==> config.mk <==
export PLATFORM = sky130hd
export DESIGN_NAME = gp_io_port
export DESIGN_NICKNAME = d
export VERILOG_FILES = /design/src/common/gp_pkg.sv /design/src/rtl/gp_io_port.sv /design/src/rtl/gp_pin_sync.sv
export SDC_FILE = /design/constraint.sdc
export NUM_CORES = 1
export LEC_CHECK = 0
export BUFFER_PORTS_ARGS = -buffer_cell sky130_fd_sc_hd__buf_2
export CAP_MARGIN = 15
export CORE_ASPECT_RATIO = 1.75
export CORE_UTILIZATION = 54
export CTS_CLUSTER_DIAMETER = 100
export DETAILED_ROUTE_END_ITERATION = 10
export PLACE_DENSITY = 0.91
export SYNTH_ARGS = -nofsm -noshare
export SYNTH_HDL_FRONTEND = slang
export SYNTH_SLANG_ARGS = --single-unit
==> constraint.sdc <==
create_clock -name clk_in -period 2.7 [get_ports clk_in]
set_input_delay 0 -clock clk_in [delete_from_list [all_inputs] [get_ports clk_in]]
set_output_delay 0 -clock clk_in [all_outputs]
set_load 0.01 [all_outputs]
==> src/common/gp_pkg.sv <==
package gp_pkg;

  localparam int GP_WIDTH = 8;
  localparam int GP_ADDR_W = 16;
  localparam int GP_SYNC_STAGES = 3;

  // Register addresses (lower 16 bits)
  localparam logic [15:0] GP_ADDR_DIRECTION = 16'hfeb5;
  localparam logic [15:0] GP_ADDR_OUTPUT_DATA = 16'hff65;
  localparam logic [15:0] GP_ADDR_PIN_STATE = 16'hff55;

  // Values after reset
  localparam logic [7:0] GP_DIRECTION_RESET = 8'h00;
  localparam logic [7:0] GP_OUTPUT_DATA_RESET = 8'h00;
  localparam logic [7:0] GP_RDATA_IDLE = 8'h00;
  localparam logic [7:0] GP_UNMAPPED_READ = 8'h00;
  // Direction register reads back a fixed filler, never its bits
  localparam logic [7:0] GP_UNDEF_READ = 8'ha5;

  // Pins carrying chip selects in expanded modes, end-of-transfer outputs and interrupt inputs
  localparam logic [7:0] GP_CS_PIN_MASK = 8'hc3;
  localparam logic [7:0] GP_TEND_PIN_MASK = 8'h0a;
  localparam logic [7:0] GP_IRQ_PIN_MASK = 8'hf0;

  // Alternate-function pin positions
  localparam int GP_BIT_IRQ0 = 4;
  localparam int GP_BIT_DREQ0 = 0;
  localparam int GP_BIT_DREQ1 = 2;

  typedef struct packed {
    logic [15:0] addr;
    logic [7:0] wdata;
    logic wr;
    logic rd;
  } gp_bus_req_t;

  typedef struct packed {
    logic expanded_mode;
    logic [3:0] cs_n;
    logic [1:0] tend_en;
    logic [1:0] tend_n;
  } gp_alt_t;

endpackage

==> src/rtl/gp_io_port.sv <==
// The address-and-strobe port was decided locally.
`timescale 1ns/10ps
`default_nettype none

// Contract
// - The direction register is 8 bits, write-only, and a read of it returns a filler value, not its bits.
// - A direction bit at 1 makes its pin an output and at 0 makes it an input.
// - Power-on reset and hardware standby clear all direction bits so every pin is an input.
// - While manual reset is asserted the pins are decided by the direction and output data registers alone.
// - The output data register is an 8-bit read/write latch driving pins 7 to 0 when they are outputs.
// - Power-on reset and hardware standby clear the output data register to zero.
// - Manual reset and software standby keep the direction and output data registers unchanged.
// - The pin-state register is read-only and ignores writes; software writes outputs to the data latch.
// - A port read returns the latch bit where the direction bit is 1.
// - A port read returns the sampled pin level where the direction bit is 0.
// - Pin-state readback follows the pins after power-on or in hardware standby and holds through manual reset or software standby.
// - Direction, output data and pin-state registers decode at FEB5, FF65 and FF55.
// - Pins 5, 4 and 2 have the same functions in every mode; pins 7, 6, 1 and 0 change with the mode, and pins 3 and 1 with the end-of-transfer enable.
module gp_io_port
  import gp_pkg::*;
(
  input wire logic clk_in,
  input wire logic rst_n_in,
  input wire logic clk_en_in,
  input wire logic hw_standby_in,
  input wire logic manual_rst_in,
  input wire logic sw_standby_in,
  input wire logic [GP_ADDR_W-1:0] addr_in,
  input wire logic [GP_WIDTH-1:0] wdata_in,
  input wire logic wr_in,
  input wire logic rd_in,
  output logic [GP_WIDTH-1:0] rdata_out,
  input wire logic expanded_mode_in,
  input wire logic [3:0] cs_n_in,
  input wire logic [1:0] tend_en_in,
  input wire logic [1:0] tend_n_in,
  input wire logic [GP_WIDTH-1:0] pin_in,
  output logic [GP_WIDTH-1:0] pin_out,
  output logic [GP_WIDTH-1:0] pin_oe_out,
  output logic [3:0] irq_level_out,
  output logic [1:0] dreq_level_out
);

  gp_bus_req_t req;
  gp_alt_t alt;

  logic [GP_WIDTH-1:0] direction;
  logic [GP_WIDTH-1:0] output_data;
  logic [GP_WIDTH-1:0] pin_state;
  logic [GP_WIDTH-1:0] pin_level;

  logic [GP_WIDTH-1:0] next_direction;
  logic [GP_WIDTH-1:0] next_output_data;
  logic [GP_WIDTH-1:0] next_pin_state;
  logic [GP_WIDTH-1:0] next_rdata;
  logic [GP_WIDTH-1:0] next_pin_out;
  logic [GP_WIDTH-1:0] next_pin_oe;
  logic [3:0] next_irq_level;
  logic [1:0] next_dreq_level;
  logic [GP_WIDTH-1:0] port_read;

  logic sel_direction;
  logic sel_output_data;
  logic sel_pin_state;
  logic hold_readback;
  logic alt_allowed;

  assign req = '{addr: addr_in, wdata: wdata_in, wr: wr_in, rd: rd_in};
  assign alt = '{expanded_mode: expanded_mode_in, cs_n: cs_n_in, tend_en: tend_en_in, tend_n: tend_n_in};

  gp_pin_sync u_sync (
    .clk_in(clk_in),
    .rst_n_in(rst_n_in),
    .clk_en_in(clk_en_in),
    .pin_in(pin_in),
    .level_out(pin_level)
  );

  // Address decode
  always_comb begin
    sel_direction = (req.addr == GP_ADDR_DIRECTION);
    sel_output_data = (req.addr == GP_ADDR_OUTPUT_DATA);
    sel_pin_state = (req.addr == GP_ADDR_PIN_STATE);
  end

  // Register state
  always_comb begin
    next_direction = direction;
    next_output_data = output_data;
    // Standby clear wins over a write in the same cycle
    if (hw_standby_in) begin
      next_direction = GP_DIRECTION_RESET;
      next_output_data = GP_OUTPUT_DATA_RESET;
    end else begin
      // Manual reset and software standby simply leave both registers alone
      if (req.wr && sel_direction) begin
        next_direction = req.wdata;
      end
      if (req.wr && sel_output_data) begin
        next_output_data = req.wdata;
      end
      // Writes to the pin-state address fall through with no effect
    end
  end

  always_ff @(posedge clk_in) begin
    if (!rst_n_in) begin
      direction <= GP_DIRECTION_RESET;
      output_data <= GP_OUTPUT_DATA_RESET;
    end else if (clk_en_in) begin
      direction <= next_direction;
      output_data <= next_output_data;
    end
  end

  // Pin-state readback
  always_comb begin
    hold_readback = (manual_rst_in || sw_standby_in) && !hw_standby_in;
    next_pin_state = hold_readback ? pin_state : pin_level;
  end

  always_ff @(posedge clk_in) begin
    if (!rst_n_in) begin
      pin_state <= GP_DIRECTION_RESET;
    end else if (clk_en_in) begin
      pin_state <= next_pin_state;
    end
  end

  // Read path
  always_comb begin
    port_read = (direction & output_data) | (~direction & pin_state);
    next_rdata = GP_RDATA_IDLE;
    if (req.rd) begin
      if (sel_direction) begin
        next_rdata = GP_UNDEF_READ;
      end else if (sel_output_data) begin
        next_rdata = output_data;
      end else if (sel_pin_state) begin
        next_rdata = port_read;
      end else begin
        next_rdata = GP_UNMAPPED_READ;
      end
    end
  end

  always_ff @(posedge clk_in) begin
    if (!rst_n_in) begin
      rdata_out <= GP_RDATA_IDLE;
    end else if (clk_en_in) begin
      rdata_out <= next_rdata;
    end
  end

  // Pin drive
  // The DMA and bus controller are reinitialised by a manual reset, so their
  // pin functions are cut off here rather than trusted to be idle.
  always_comb begin
    alt_allowed = !manual_rst_in && !hw_standby_in;
  end

  genvar i;
  generate
    for (i = 0; i < GP_WIDTH; i++) begin : g_pin
      // Indices folded into range on pins that never use them
      localparam int CS_IDX = (i >= 6) ? i - 4 : i % 2;
      localparam int TEND_IDX = (i / 2) % 2;
      always_comb begin
        next_pin_out[i] = output_data[i];
        next_pin_oe[i] = direction[i];
        if (GP_TEND_PIN_MASK[i] && alt_allowed && alt.tend_en[TEND_IDX]) begin
          next_pin_out[i] = alt.tend_n[TEND_IDX];
          next_pin_oe[i] = 1'b1;
        end else if (GP_CS_PIN_MASK[i] && alt_allowed && alt.expanded_mode && direction[i]) begin
          next_pin_out[i] = alt.cs_n[CS_IDX];
        end
      end
    end
  endgenerate

  // Interrupt and request inputs see the pin whatever the direction
  always_comb begin
    next_irq_level = pin_level[GP_BIT_IRQ0 +: 4];
    next_dreq_level = {pin_level[GP_BIT_DREQ1], pin_level[GP_BIT_DREQ0]};
  end

  always_ff @(posedge clk_in) begin
    if (!rst_n_in) begin
      pin_out <= GP_OUTPUT_DATA_RESET;
      pin_oe_out <= GP_DIRECTION_RESET;
      irq_level_out <= '0;
      dreq_level_out <= '0;
    end else if (clk_en_in) begin
      pin_out <= next_pin_out;
      pin_oe_out <= next_pin_oe;
      irq_level_out <= next_irq_level;
      dreq_level_out <= next_dreq_level;
    end
  end

  // Checks
  logic live;
  assign live = rst_n_in && clk_en_in;

  por_clear_a: assert property (
    @(posedge clk_in) !rst_n_in |=> (direction == 8'h00) && (output_data == 8'h00) && (pin_oe_out == 8'h00)
  ) else $error("power-on reset did not clear the port");

  hws_clear_a: assert property (
    @(posedge clk_in) disable iff (!rst_n_in)
    live && hw_standby_in |=> (direction == 8'h00) && (output_data == 8'h00)
  ) else $error("hardware standby did not clear the port");

  hws_inputs_a: assert property (
    @(posedge clk_in) disable iff (!rst_n_in)
    (live && hw_standby_in) [*2] |=> pin_oe_out == 8'h00
  ) else $error("pin driven during hardware standby");

  keep_manual_a: assert property (
    @(posedge clk_in) disable iff (!rst_n_in)
    live && (manual_rst_in || sw_standby_in) && !hw_standby_in && !wr_in |=> $stable(direction) && $stable(output_data)
  ) else $error("registers changed during manual reset or software standby");

  dir_write_a: assert property (
    @(posedge clk_in) disable iff (!rst_n_in)
    live && !hw_standby_in && wr_in && addr_in == 16'hfeb5 ##1 live && !manual_rst_in && !hw_standby_in && tend_en_in == 2'b00
    |=> pin_oe_out == $past(wdata_in, 2)
  ) else $error("direction write did not reach the pin enables");

  dir_read_a: assert property (
    @(posedge clk_in) disable iff (!rst_n_in)
    live && rd_in && addr_in == 16'hfeb5 |=> rdata_out == GP_UNDEF_READ
  ) else $error("direction read exposed stored bits");

  data_read_a: assert property (
    @(posedge clk_in) disable iff (!rst_n_in)
    live && rd_in && addr_in == 16'hff65 |=> rdata_out == $past(output_data)
  ) else $error("output data read wrong");

  read_mix_a: assert property (
    @(posedge clk_in) disable iff (!rst_n_in)
    live && rd_in && addr_in == 16'hff55
    |=> rdata_out == (($past(direction) & $past(output_data)) | (~$past(direction) & $past(pin_state)))
  ) else $error("port read did not mix latch and pins per bit");

  pin_ro_a: assert property (
    @(posedge clk_in) disable iff (!rst_n_in)
    live && wr_in && addr_in == 16'hff55 && !hw_standby_in |=> $stable(direction) && $stable(output_data)
  ) else $error("pin-state write changed a register");

  hold_state_a: assert property (
    @(posedge clk_in) disable iff (!rst_n_in)
    live && (manual_rst_in || sw_standby_in) && !hw_standby_in |=> $stable(pin_state)
  ) else $error("readback moved during a hold");

  manual_plain_a: assert property (
    @(posedge clk_in) disable iff (!rst_n_in)
    live && manual_rst_in |=> pin_out == $past(output_data) && pin_oe_out == $past(direction)
  ) else $error("alternate function active through manual reset");

  fixed_pins_a: assert property (
    @(posedge clk_in) disable iff (!rst_n_in)
    live |=> pin_out[5:4] == $past(output_data[5:4]) && pin_out[2] == $past(output_data[2])
  ) else $error("mode-independent pins changed function");

  idle_read_a: assert property (
    @(posedge clk_in) disable iff (!rst_n_in)
    live && !rd_in |=> rdata_out == 8'h00
  ) else $error("read data stood outside its cycle");

  data_write_a: assert property (
    @(posedge clk_in) disable iff (!rst_n_in)
    live && !hw_standby_in && wr_in && addr_in == 16'hff65 |=> output_data == $past(wdata_in)
  ) else $error("output data write did not land");

  oe_follow_a: assert property (
    @(posedge clk_in) disable iff (!rst_n_in)
    live && tend_en_in == 2'b00 |=> pin_oe_out == $past(direction)
  ) else $error("pin enables did not follow the direction bits");

  tend_out_a: assert property (
    @(posedge clk_in) disable iff (!rst_n_in)
    live && alt_allowed && tend_en_in[0] |=> pin_oe_out[1] && pin_out[1] == $past(tend_n_in[0])
  ) else $error("end-of-transfer output not driven");

  cs_out_a: assert property (
    @(posedge clk_in) disable iff (!rst_n_in)
    live && alt_allowed && expanded_mode_in && direction[7] |=> pin_out[7] == $past(cs_n_in[3])
  ) else $error("chip select not driven on its pin");

  plain_mode_a: assert property (
    @(posedge clk_in) disable iff (!rst_n_in)
    live && !expanded_mode_in && tend_en_in == 2'b00 |=> pin_out == $past(output_data)
  ) else $error("alternate output active in single-chip mode");

  follow_pins_a: assert property (
    @(posedge clk_in) disable iff (!rst_n_in)
    live && (hw_standby_in || !(manual_rst_in || sw_standby_in)) |=> pin_state == $past(pin_level)
  ) else $error("readback did not follow the pins");

  irq_follow_a: assert property (
    @(posedge clk_in) disable iff (!rst_n_in)
    live |=> irq_level_out == $past(pin_level[7:4])
    && dreq_level_out == {$past(pin_level[2]), $past(pin_level[0])}
  ) else $error("request inputs did not follow the pins");

  unmapped_read_a: assert property (
    @(posedge clk_in) disable iff (!rst_n_in)
    live && rd_in && addr_in != 16'hfeb5 && addr_in != 16'hff65 && addr_in != 16'hff55 |=> rdata_out == 8'h00
  ) else $error("unmapped read returned data");

  // A low enable must freeze everything, the read data included
  freeze_a: assert property (
    @(posedge clk_in) disable iff (!rst_n_in)
    !clk_en_in |=> $stable(direction) && $stable(output_data) && $stable(pin_state) && $stable(rdata_out)
  ) else $error("state moved with the clock enable low");

  mixed_read_c: cover property (
    @(posedge clk_in) disable iff (!rst_n_in)
    live && rd_in && addr_in == 16'hff55 && direction != 8'h00 && direction != 8'hff
  );

  manual_rst_c: cover property (
    @(posedge clk_in) disable iff (!rst_n_in)
    live && manual_rst_in && direction != 8'h00
  );

  hw_standby_c: cover property (
    @(posedge clk_in) disable iff (!rst_n_in)
    live && hw_standby_in && output_data != 8'h00
  );

  tend_drive_c: cover property (
    @(posedge clk_in) disable iff (!rst_n_in)
    live && alt_allowed && tend_en_in != 2'b00
  );

  cs_select_c: cover property (
    @(posedge clk_in) disable iff (!rst_n_in)
    live && alt_allowed && expanded_mode_in && direction[7]
  );

endmodule

`default_nettype wire

==> src/rtl/gp_pin_sync.sv <==
`timescale 1ns/10ps
`default_nettype none

module gp_pin_sync
  import gp_pkg::*;
(
  input wire logic clk_in,
  input wire logic rst_n_in,
  input wire logic clk_en_in,
  input wire logic [GP_WIDTH-1:0] pin_in,
  output logic [GP_WIDTH-1:0] level_out
);

  logic [GP_WIDTH-1:0] stage1;
  logic [GP_WIDTH-1:0] stage2;
  logic [GP_WIDTH-1:0] stage3;
  logic [GP_WIDTH-1:0] next_level;

  genvar i;
  generate
    for (i = 0; i < GP_WIDTH; i++) begin : g_bit
      // A change counts only once the two later stages agree
      always_comb begin
        next_level[i] = (stage2[i] == stage3[i]) ? stage3[i] : level_out[i];
      end
    end
  endgenerate

  always_ff @(posedge clk_in) begin
    if (!rst_n_in) begin
      stage1 <= '0;
      stage2 <= '0;
      stage3 <= '0;
      level_out <= '0;
    end else if (clk_en_in) begin
      stage1 <= pin_in;
      stage2 <= stage1;
      stage3 <= stage2;
      level_out <= next_level;
    end
  end

endmodule

`default_nettype wire

-- Yosys cells after proc, flatten, opt, wreduce, memory -nomap -nowiden
Index checks and enable logic that the tools add are counted.
- bits in read-only memories: 0
- input bits: 49
- memory bits (writable): 0
- memories: 0
- bits in registers: 86
- bits in latches: 0
- bitwise logic cells: 5
- shift-type cells: 0
- multipliers: 0
- eq/ne operators: 11
- muxes and demuxes: 16
- div/mod/pow operators: 0
- reduce and logical (&&, ||, !) cells: 27
- order comparisons: 0
- $add $sub $neg: 0
- operator list (operator ; number):
    8-bit 2-to-1 mux ; 8
    16-bit equality test, second input constant ; 3
    2-bit AND reduction ; 11
    8-bit AND ; 2
    1-bit logical AND ; 11
    1-bit equality test ; 8
    1-bit 2-to-1 mux ; 8
    8-bit NOT ; 1
    8-bit OR ; 1
    2-bit nonzero test ; 2
    1-bit logical NOT ; 2
    1-bit logical OR ; 1
    1-bit NOT ; 1

-- Logic depth before layout (Yosys ltp)
Gate-level depths: netlist of the first run.
- depth after elaboration: 7
- gate-level depth with buffers: 5
- gate-level depth less buffers: 4

-- Hierarchy
A second synthesis of the first run with hierarchy kept.
- cell total of the unflattened synthesis: 350
- area, all modules: 3714.8 um2
- by module, submodules not included (module ; area an instance (um2) ; instances ; cells each):
    gp_io_port ; 2312.2 ; 1 ; 220
    gp_pin_sync ; 1402.6 ; 1 ; 130

-- Least setup slack after synthesis of the first run
No wires, ideal clock.
- path type: reg-to-reg
- from: register direction[6]
- to: register rdata_out[6]
- buffers on the path: 0
- setup time: 0.122 ns
- data arrival time: 0.899 ns
- slack: 1.679 ns
- stages on the path, launching flop included: 4
- cell sequence: dfxtp_1 -> mux2_2 -> a22oi_1 -> o21ai_0
- cells in the longest elaborated chain, start to end: 7
- elaborated cells between the ends (all ways): 8
- those cells by class: mux (4); bitwise (4)
- ends and longest elaborated chain (item ; RTL line ; text):
    from (decl) ; gp_io_port.sv:47 ; logic [GP_WIDTH-1:0] direction;
    from (signal assigned) ; gp_io_port.sv:111 ; direction <= next_direction;
    8-bit NOT ; gp_io_port.sv:132 ; port_read = (direction & output_data) | (~direction & pin_state);
    8-bit AND ; gp_io_port.sv:132 ;
    8-bit OR (*) ; gp_io_port.sv:132 ;
    8-bit 2-to-1 mux (*) ; gp_io_port.sv:139 ; end else if (sel_pin_state) begin
    8-bit 2-to-1 mux (*) ; gp_io_port.sv:137 ; end else if (sel_output_data) begin
    8-bit 2-to-1 mux (*) ; gp_io_port.sv:135 ; if (sel_direction) begin
    8-bit 2-to-1 mux (*) ; gp_io_port.sv:134 ; if (req.rd) begin
    to (signal assigned) ; gp_io_port.sv:151 ; rdata_out <= next_rdata;
    to (decl) ; gp_io_port.sv:32 ; output logic [GP_WIDTH-1:0] rdata_out,
Every way passes the cells marked *; elsewhere a longest branch is shown, timed or not.
A chain may end at the register's enable or synchronous reset.

-- Worst setup path after layout of the first run
- from: input port tend_n_in[1]
- to: register pin_out[3]
- cells in the longest elaborated chain, start to end: 1
- ends and longest elaborated chain (item ; RTL line ; text):
    from (decl) ; gp_io_port.sv:36 ; input wire logic [1:0] tend_n_in,
    1-bit 2-to-1 mux ; gp_io_port.sv:171 ; if (GP_TEND_PIN_MASK[i] && alt_allowed && alt.tend_en[TEND_IDX]) begin
    to (signal assigned) ; gp_io_port.sv:194 ; pin_out <= next_pin_out;
    to (decl) ; gp_io_port.sv:38 ; output logic [GP_WIDTH-1:0] pin_out,
No other way between the ends.

==> metrics, run 1 <==
Final HPWL DP 5630 um; most frequent cells in the layout dfxtp_1 (86), buf_2 (78), nor2_1 (53); GPL Wtd Cong 0.861; Die Ht 108 um; clk_lat worst skew 0.35 ns; Cell Rows 38; CTS tree yes; Routed wire per std cell 15.5 um; XOR/XNOR share of the synthesized area 0%; synth top area cells dfxtp_1 (50%), mux2i_1 (14%), nor2_1 (5.7%), a32o_1 (4.6%), a21oi_1 (2.9%); status completed; largest net degree at the start of global routing 34; simple-gate portion of the synthesized area 15.1%; Nets 486; Sw Ratio 22.5%; Synth top area share 49.7%; Yosys top cell by area dfxtp_1; Post-Syn Area 3460 sq um; Die ar. 6750 sq um; Remaining DRCs 0; Worst Skew a little over 0.005 ns; FF+latch area 1720 sq um; initial antenna violation count 0; num ports 79; total global routing overflow 0; register area share after synthesis 49.7%; Critical Setup Path Class in -> reg; Max transition margin 62.4%; sequential share of power about 57%; R2R Path End pin_out[1]; r2r worst-path depth 4; Syn Inst Count 340; core area 6180 sq um; Critical R2R Launch direction[1]; Final min period 1.82 ns; # diodes 0; TNS Setup 0 ns; layout cells sized above 1 25.0%; Int Pwr 1770 uW; EDFF count, synth 0; clock sink total 86; WHS Path Cells 3; LEAKAGE 0.00189 uW; final std cells w/o fill 520; syn_nets ~400; #FFs+latches synth 86; FFs w/ async S/R, synth 0%; Tcrit/Tclk final about two thirds; Avg Cell Area, Syn 10.2 sq um; post-synthesis mux area share about 16%; PortBufs 78; DR vias around 3000; hold path start cs_n_in[3]; Resized cells post-CTS 0; Clock power frac 35.0%; post-placement cell area 3880 sq um; Slew @ Worst Pin 0.563 ns; final hold vios 0; clock buffer count from CTS 9; Post-synth top flop dfxtp_1; initial core utilization a little under three fifths; CP startpoint tend_n_in[1]; WP data required 2.99 ns; Worst Hold Path EP pin_out[7]; Peak Freq 549 MHz; # Post-CTS Setup Buffers 0; Worst Path Arrival 2.12 ns; r2r setup slk 1.02 ns; placed cells 483; # Max-Cap Violations 0; VDD IR max about 440 uV; Clock transition at path regs 0.07 ns; CTS max path bufs 2; drt pass-1 iters 4; fin. max-slew vios 0; Filler Cells Inserted 452; unrepaired setup endpoints after global routing no; final wirelength 8080 um; synth warn 0; overall routing resource usage 25.3%; htree depth 3; vias in the first global route approximately 2800; synth-to-layout area growth 23.9%; Final setup viols 0; post-route cell area 4290 sq um; first-pass GRT wire length 13000 um; multi-input logic area 1630 sq um; CP Launch Type primary input; post-synthesis compound-gate area fraction 16.3%; # hold bufs at CTS 23; Via-to-Cell Ratio roughly 5.7; Hold Crit Class in -> reg; CP Capture Type register; First DRT Iteration DRCs roughly 210; Root Driver clkbuf_8; Net Sw Power 515 uW; Worst Path Max Fanout 1; Routed Antenna Nets 0; Synth Area in Adders 0%; die width 62.5 um; combinational family with the most area after synthesis compound AO/OA/AOI/OAI gates; Comb power frac 8.4%; pwr/cell area roughly 530 nW/um^2; post-layout util between 60% and 70%; commonest non-fill, non-tap cell in the layout dfxtp_1; Synth cell types 41
==> power groups by stage <==
stage	clock [uW]	combinational (uW)	sequential, uW
finish	800	192	1300
global route	880	209	1300
CTS	827	188	1300
detailed placement	0	164	1330
global placement	0	158	1320
floorplan	0	99.6	1330
==> kinds of logic (layout without fill, tap and decap cells) <==
group                  after synthesis  in the layout
buffers and inverters               21            121
muxes                               54             54
AOI/OAI and AO/OA                   80             80
and+or+nand+nor                     99             99
DFF                                 86             86
==> routing by layer <==
layer | vias to the layer above | share of wire [%] | track usage, %
met2 | 114 | 50 | 44.0
met1 | 1394 | 39 | 26.2
li1 | 1438 | - | -
met5 | - | 0 | 0
met4 | 0 | 5.7 | 18.6
met3 | 31 | 5.4 | 6.14
==> state kept, by name (all words and copies together) (netlist names), 8 cells and up <==
signal            count
rdata_out             8
u_sync.stage1         8
pin_out               8
pin_state             8
pin_oe_out            8
u_sync.level_out      8
u_sync.stage3         8
output_data           8
u_sync.stage2         8
direction             8
==> worst max path at each step <==
stage | endpoint | slack, ns | depth (start not counted)
finish | pin_out[3] | 0.88 | 6
global route | pin_out[3] | 0.86 | 6
CTS | pin_out[3] | 0.93 | 6
detailed placement | rdata_out[2] | 1.24 | 5
global placement | rdata_out[7] | 1.29 | 5
floorplan | rdata_out[6] | 1.68 | 3
==> layout make-up <==
type / instances / area share (%)
Sequential cell: 86 / 40.2
Multi-Input combinational cell: 233 / 38.1
Timing Repair Buffer: 105 / 15.2
Clock buffer: 13 / 3.94
Tap cell: 80 / 2.33
Inverter: 2 / 0.175
Clock inverter: 1 / 0.117
==> stage by stage <==
stage                     power, uW  worst slack (ns)  hold slack [ns]
after floorplan                1430              1.68            0.147
after global placement         1480              1.29            0.236
after detailed placement       1490              1.24            0.244
after CTS                      2310             0.931           0.0169
after global routing           2390             0.861           0.0585
final                          2290             0.879           0.0375
==> Yosys cell counts (2+ instances only) <==
cell type and n:
buf_2 6, and4b_1 2, and2_1 4, a22o_1 4
nor2_1 53, nand4_1 2, a21o_1 4, clkbuf_1 8
nor3_4 2, a211oi_1 3, o21ai_0 18, and4_1 4
nand3_1 6, a32o_1 16, mux2_2 4, a21oi_1 20
nand2_1 14, mux2i_1 50, dfxtp_1 86, a22oi_1 4
buf_4 3, and3_1 5, o22ai_1 4
==> critical path, cell delays in order <==
cell and delay, ns:
dlygate4sd3_1 0.54, buf_2 0.12, nand3_1 0.06, dlygate4sd3_1 0.57, a311oi_1 0.25, dlygate4sd3_1 0.58
No activity file was read; power rests on OpenSTA's default activity.
==> run 2: changes to the inputs <==
--- a/config.mk
+++ b/config.mk
@@ -8,10 +8,10 @@
 export BUFFER_PORTS_ARGS = -buffer_cell sky130_fd_sc_hd__buf_2
 export CAP_MARGIN = 15
 export CORE_ASPECT_RATIO = 1.75
-export CORE_UTILIZATION = 54
+export CORE_UTILIZATION = 53
 export CTS_CLUSTER_DIAMETER = 100
 export DETAILED_ROUTE_END_ITERATION = 10
-export PLACE_DENSITY = 0.91
+export PLACE_DENSITY = 0.9
 export SYNTH_ARGS = -nofsm -noshare
 export SYNTH_HDL_FRONTEND = slang
 export SYNTH_SLANG_ARGS = --single-unit
==> constraint.sdc (replaced) <==
create_clock -name clk_in -period 1.7 [get_ports clk_in]
set_input_delay 0 -clock clk_in [delete_from_list [all_inputs] [get_ports clk_in]]
set_output_delay 0 -clock clk_in [all_outputs]
set_load 0.01 [all_outputs]
==> metrics, run 2 (synthesized netlist as in run 1, its figures left out) <==
status completed; VDD IR max 628 uV; largest net degree at the start of global routing 60; Clock transition at path regs 0.08 ns; Final setup viols 0; First DRT Iteration DRCs 160; # Post-CTS Setup Buffers 0; pwr/cell area 865 nW/um^2; Die ar. 6870 sq um; Via-to-Cell Ratio 5.62; Slew @ Worst Pin roughly 0.6 ns; top metal layer carrying routed signals met4; final wirelength 8120 um; Metal-1 WL 3290 um; CP Launch Type register; Tcrit/Tclk final a little over nine tenths; Remaining DRCs 0; Cell Rows 38; Pwr Total 3760 uW; synth-to-layout area growth 25.7%; # Max-Cap Violations 0; sequential share of power 54.7%; CTS tree yes; Final min period 1.59 ns; R2R Path End pin_out[1]; Worst Skew approximately 0.0075 ns; Filler Cells Inserted 470; Critical Setup Path Class reg -> reg; Max transition margin 60.9%; Comb power frac 8.2%; unrepaired setup endpoints after global routing no; htree depth 3; initial antenna violation count 0; Worst Path Arrival 1.84 ns; vias in the first global route 2843; most frequent cells in the layout dfxtp_1 (85), buf_2 (78), nor2_1 (53); Nets 490; die width about 63 um; wire length on met3 379 um; clk_lat worst skew 0.37 ns; # diodes 0; final hold vios 0; Routed wire per std cell 15.5 um; r2r worst-path depth 4; num ports 79; Net Sw Power between 800 and 900 uW; PortBufs 78; WP data required 1.95 ns; Peak Freq approximately 630 MHz; Final HPWL DP 5510 um; r2r setup slk 0.11 ns; TNS Setup 0 ns; hold path start cs_n_in[3]; Worst Path Max Fanout 5; routed length on met2 4150 um; CTS max path bufs 2; WHS Path Cells 3; total global routing overflow 0; Sw Ratio 23.0%; Root Driver clkbuf_8; commonest non-fill, non-tap cell in the layout dfxtp_1; clock sink total 86; GPL Wtd Cong 0.916; Int Pwr 2900 uW; fin. max-slew vios 0; DR vias 2953; Critical R2R Launch direction[1]; first-pass GRT wire length 13200 um; core area around 6200 sq um; Worst Hold Path EP pin_out[7]; CP Capture Type register; Clock power frac 37.0%; overall routing resource usage 25.1%; Hold Crit Class in -> reg; drt pass-1 iters 4; initial core utilization 55.6%; clock buffer count from CTS 9; Die Ht 109 um; LEAKAGE roughly 0.0019 uW; layout cells sized above 1 25.4%; Routed Antenna Nets 0
==> run 2: cell count changes in the layout (fill, tap and decap cells not counted), sizes merged <==
cell / previous run / this run
dlygate4sd3: 23 / 26
clkinvlp: 0 / 2
buf: 82 / 83
bufinv: 0 / 1
clkbuf: 13 / 12
clkinv: 2 / 1
==> run 2: power groups by stage <==
| stage | registers (uW) | clock network [uW] | logic (uW) |
|---|---|---|---|
| final | 2060 | 1390 | 310 |
| after global routing | 2060 | 1500 | 340 |
| after CTS | 2060 | 1420 | 304 |
| after detailed placement | 2110 | 0 | 261 |
| after global placement | 2100 | 0 | 256 |
| after floorplan | 2110 | 0 | 158 |
==> run 2: repair_timing <==
item	in CTS	in global routing
resized for setup	0	2
endpoints found under the hold margin	29	0
hold buffers	26	0
setup endpoints to repair	0	1
==> run 2: how the worst max path moves through the flow <==
stage	startpoint	to	slack [ns]	cells past startpoint
6_report	direction[1]	pin_out[1]	0.11	4
5_1_grt	direction[1]	pin_out[1]	0.05	4
4_1_cts	direction[1]	pin_out[1]	0.13	4
3_5_place_dp	addr_in[3]	output_data[4]	0.39	5
3_3_place_gp	addr_in[3]	direction[1]	0.40	5
2_1_floorplan	direction[6]	rdata_out[6]	0.68	3
==> run 2: final cells by class <==
type                            instances  area, sq um  area share (%)
Clock buffer                           12          145            3.34
Clock inverter                          3         45.0            1.04
Inverter                                2         7.51           0.173
Multi-Input combinational cell        233         1640            37.7
Sequential cell                        86         1720            39.6
Tap cell                               80          100            2.30
Timing Repair Buffer                  109          688            15.8
==> run 2: routing by layer <==
layer | track usage [%] | vias to the layer above
met4 | 17.4 | 0
li1 | - | 1446
met3 | 4.50 | 26
met1 | 27.5 | 1375
met5 | 0 | -
met2 | 43.4 | 106
==> run 2: worst max-delay path, stage by stage, from the launching register on <==
cell,delay [ns]
dfxtp_2,0.38
nand3_1,0.11
a221oi_2,0.31
o21ai_1,0.12
dlygate4sd3_1,0.56
==> run 2: metrics by stage <==
stage / setup WS [ns] / util [%] / std cells / hold WS (ns) / area [sq um]
2_1_floorplan: 0.679 / - / 340 / 0.147 / 3460
3_3_place_gp: 0.402 / 62.5 / 484 / 0.234 / 3890
5_1_grt: 0.0472 / 69.8 / 525 / 0.0681 / 4350
3_5_place_dp: 0.385 / 62.5 / 484 / 0.243 / 3890
4_1_cts: 0.130 / 69.7 / 525 / 0.00848 / 4340
6_report: 0.106 / 69.8 / 525 / 0.0395 / 4350
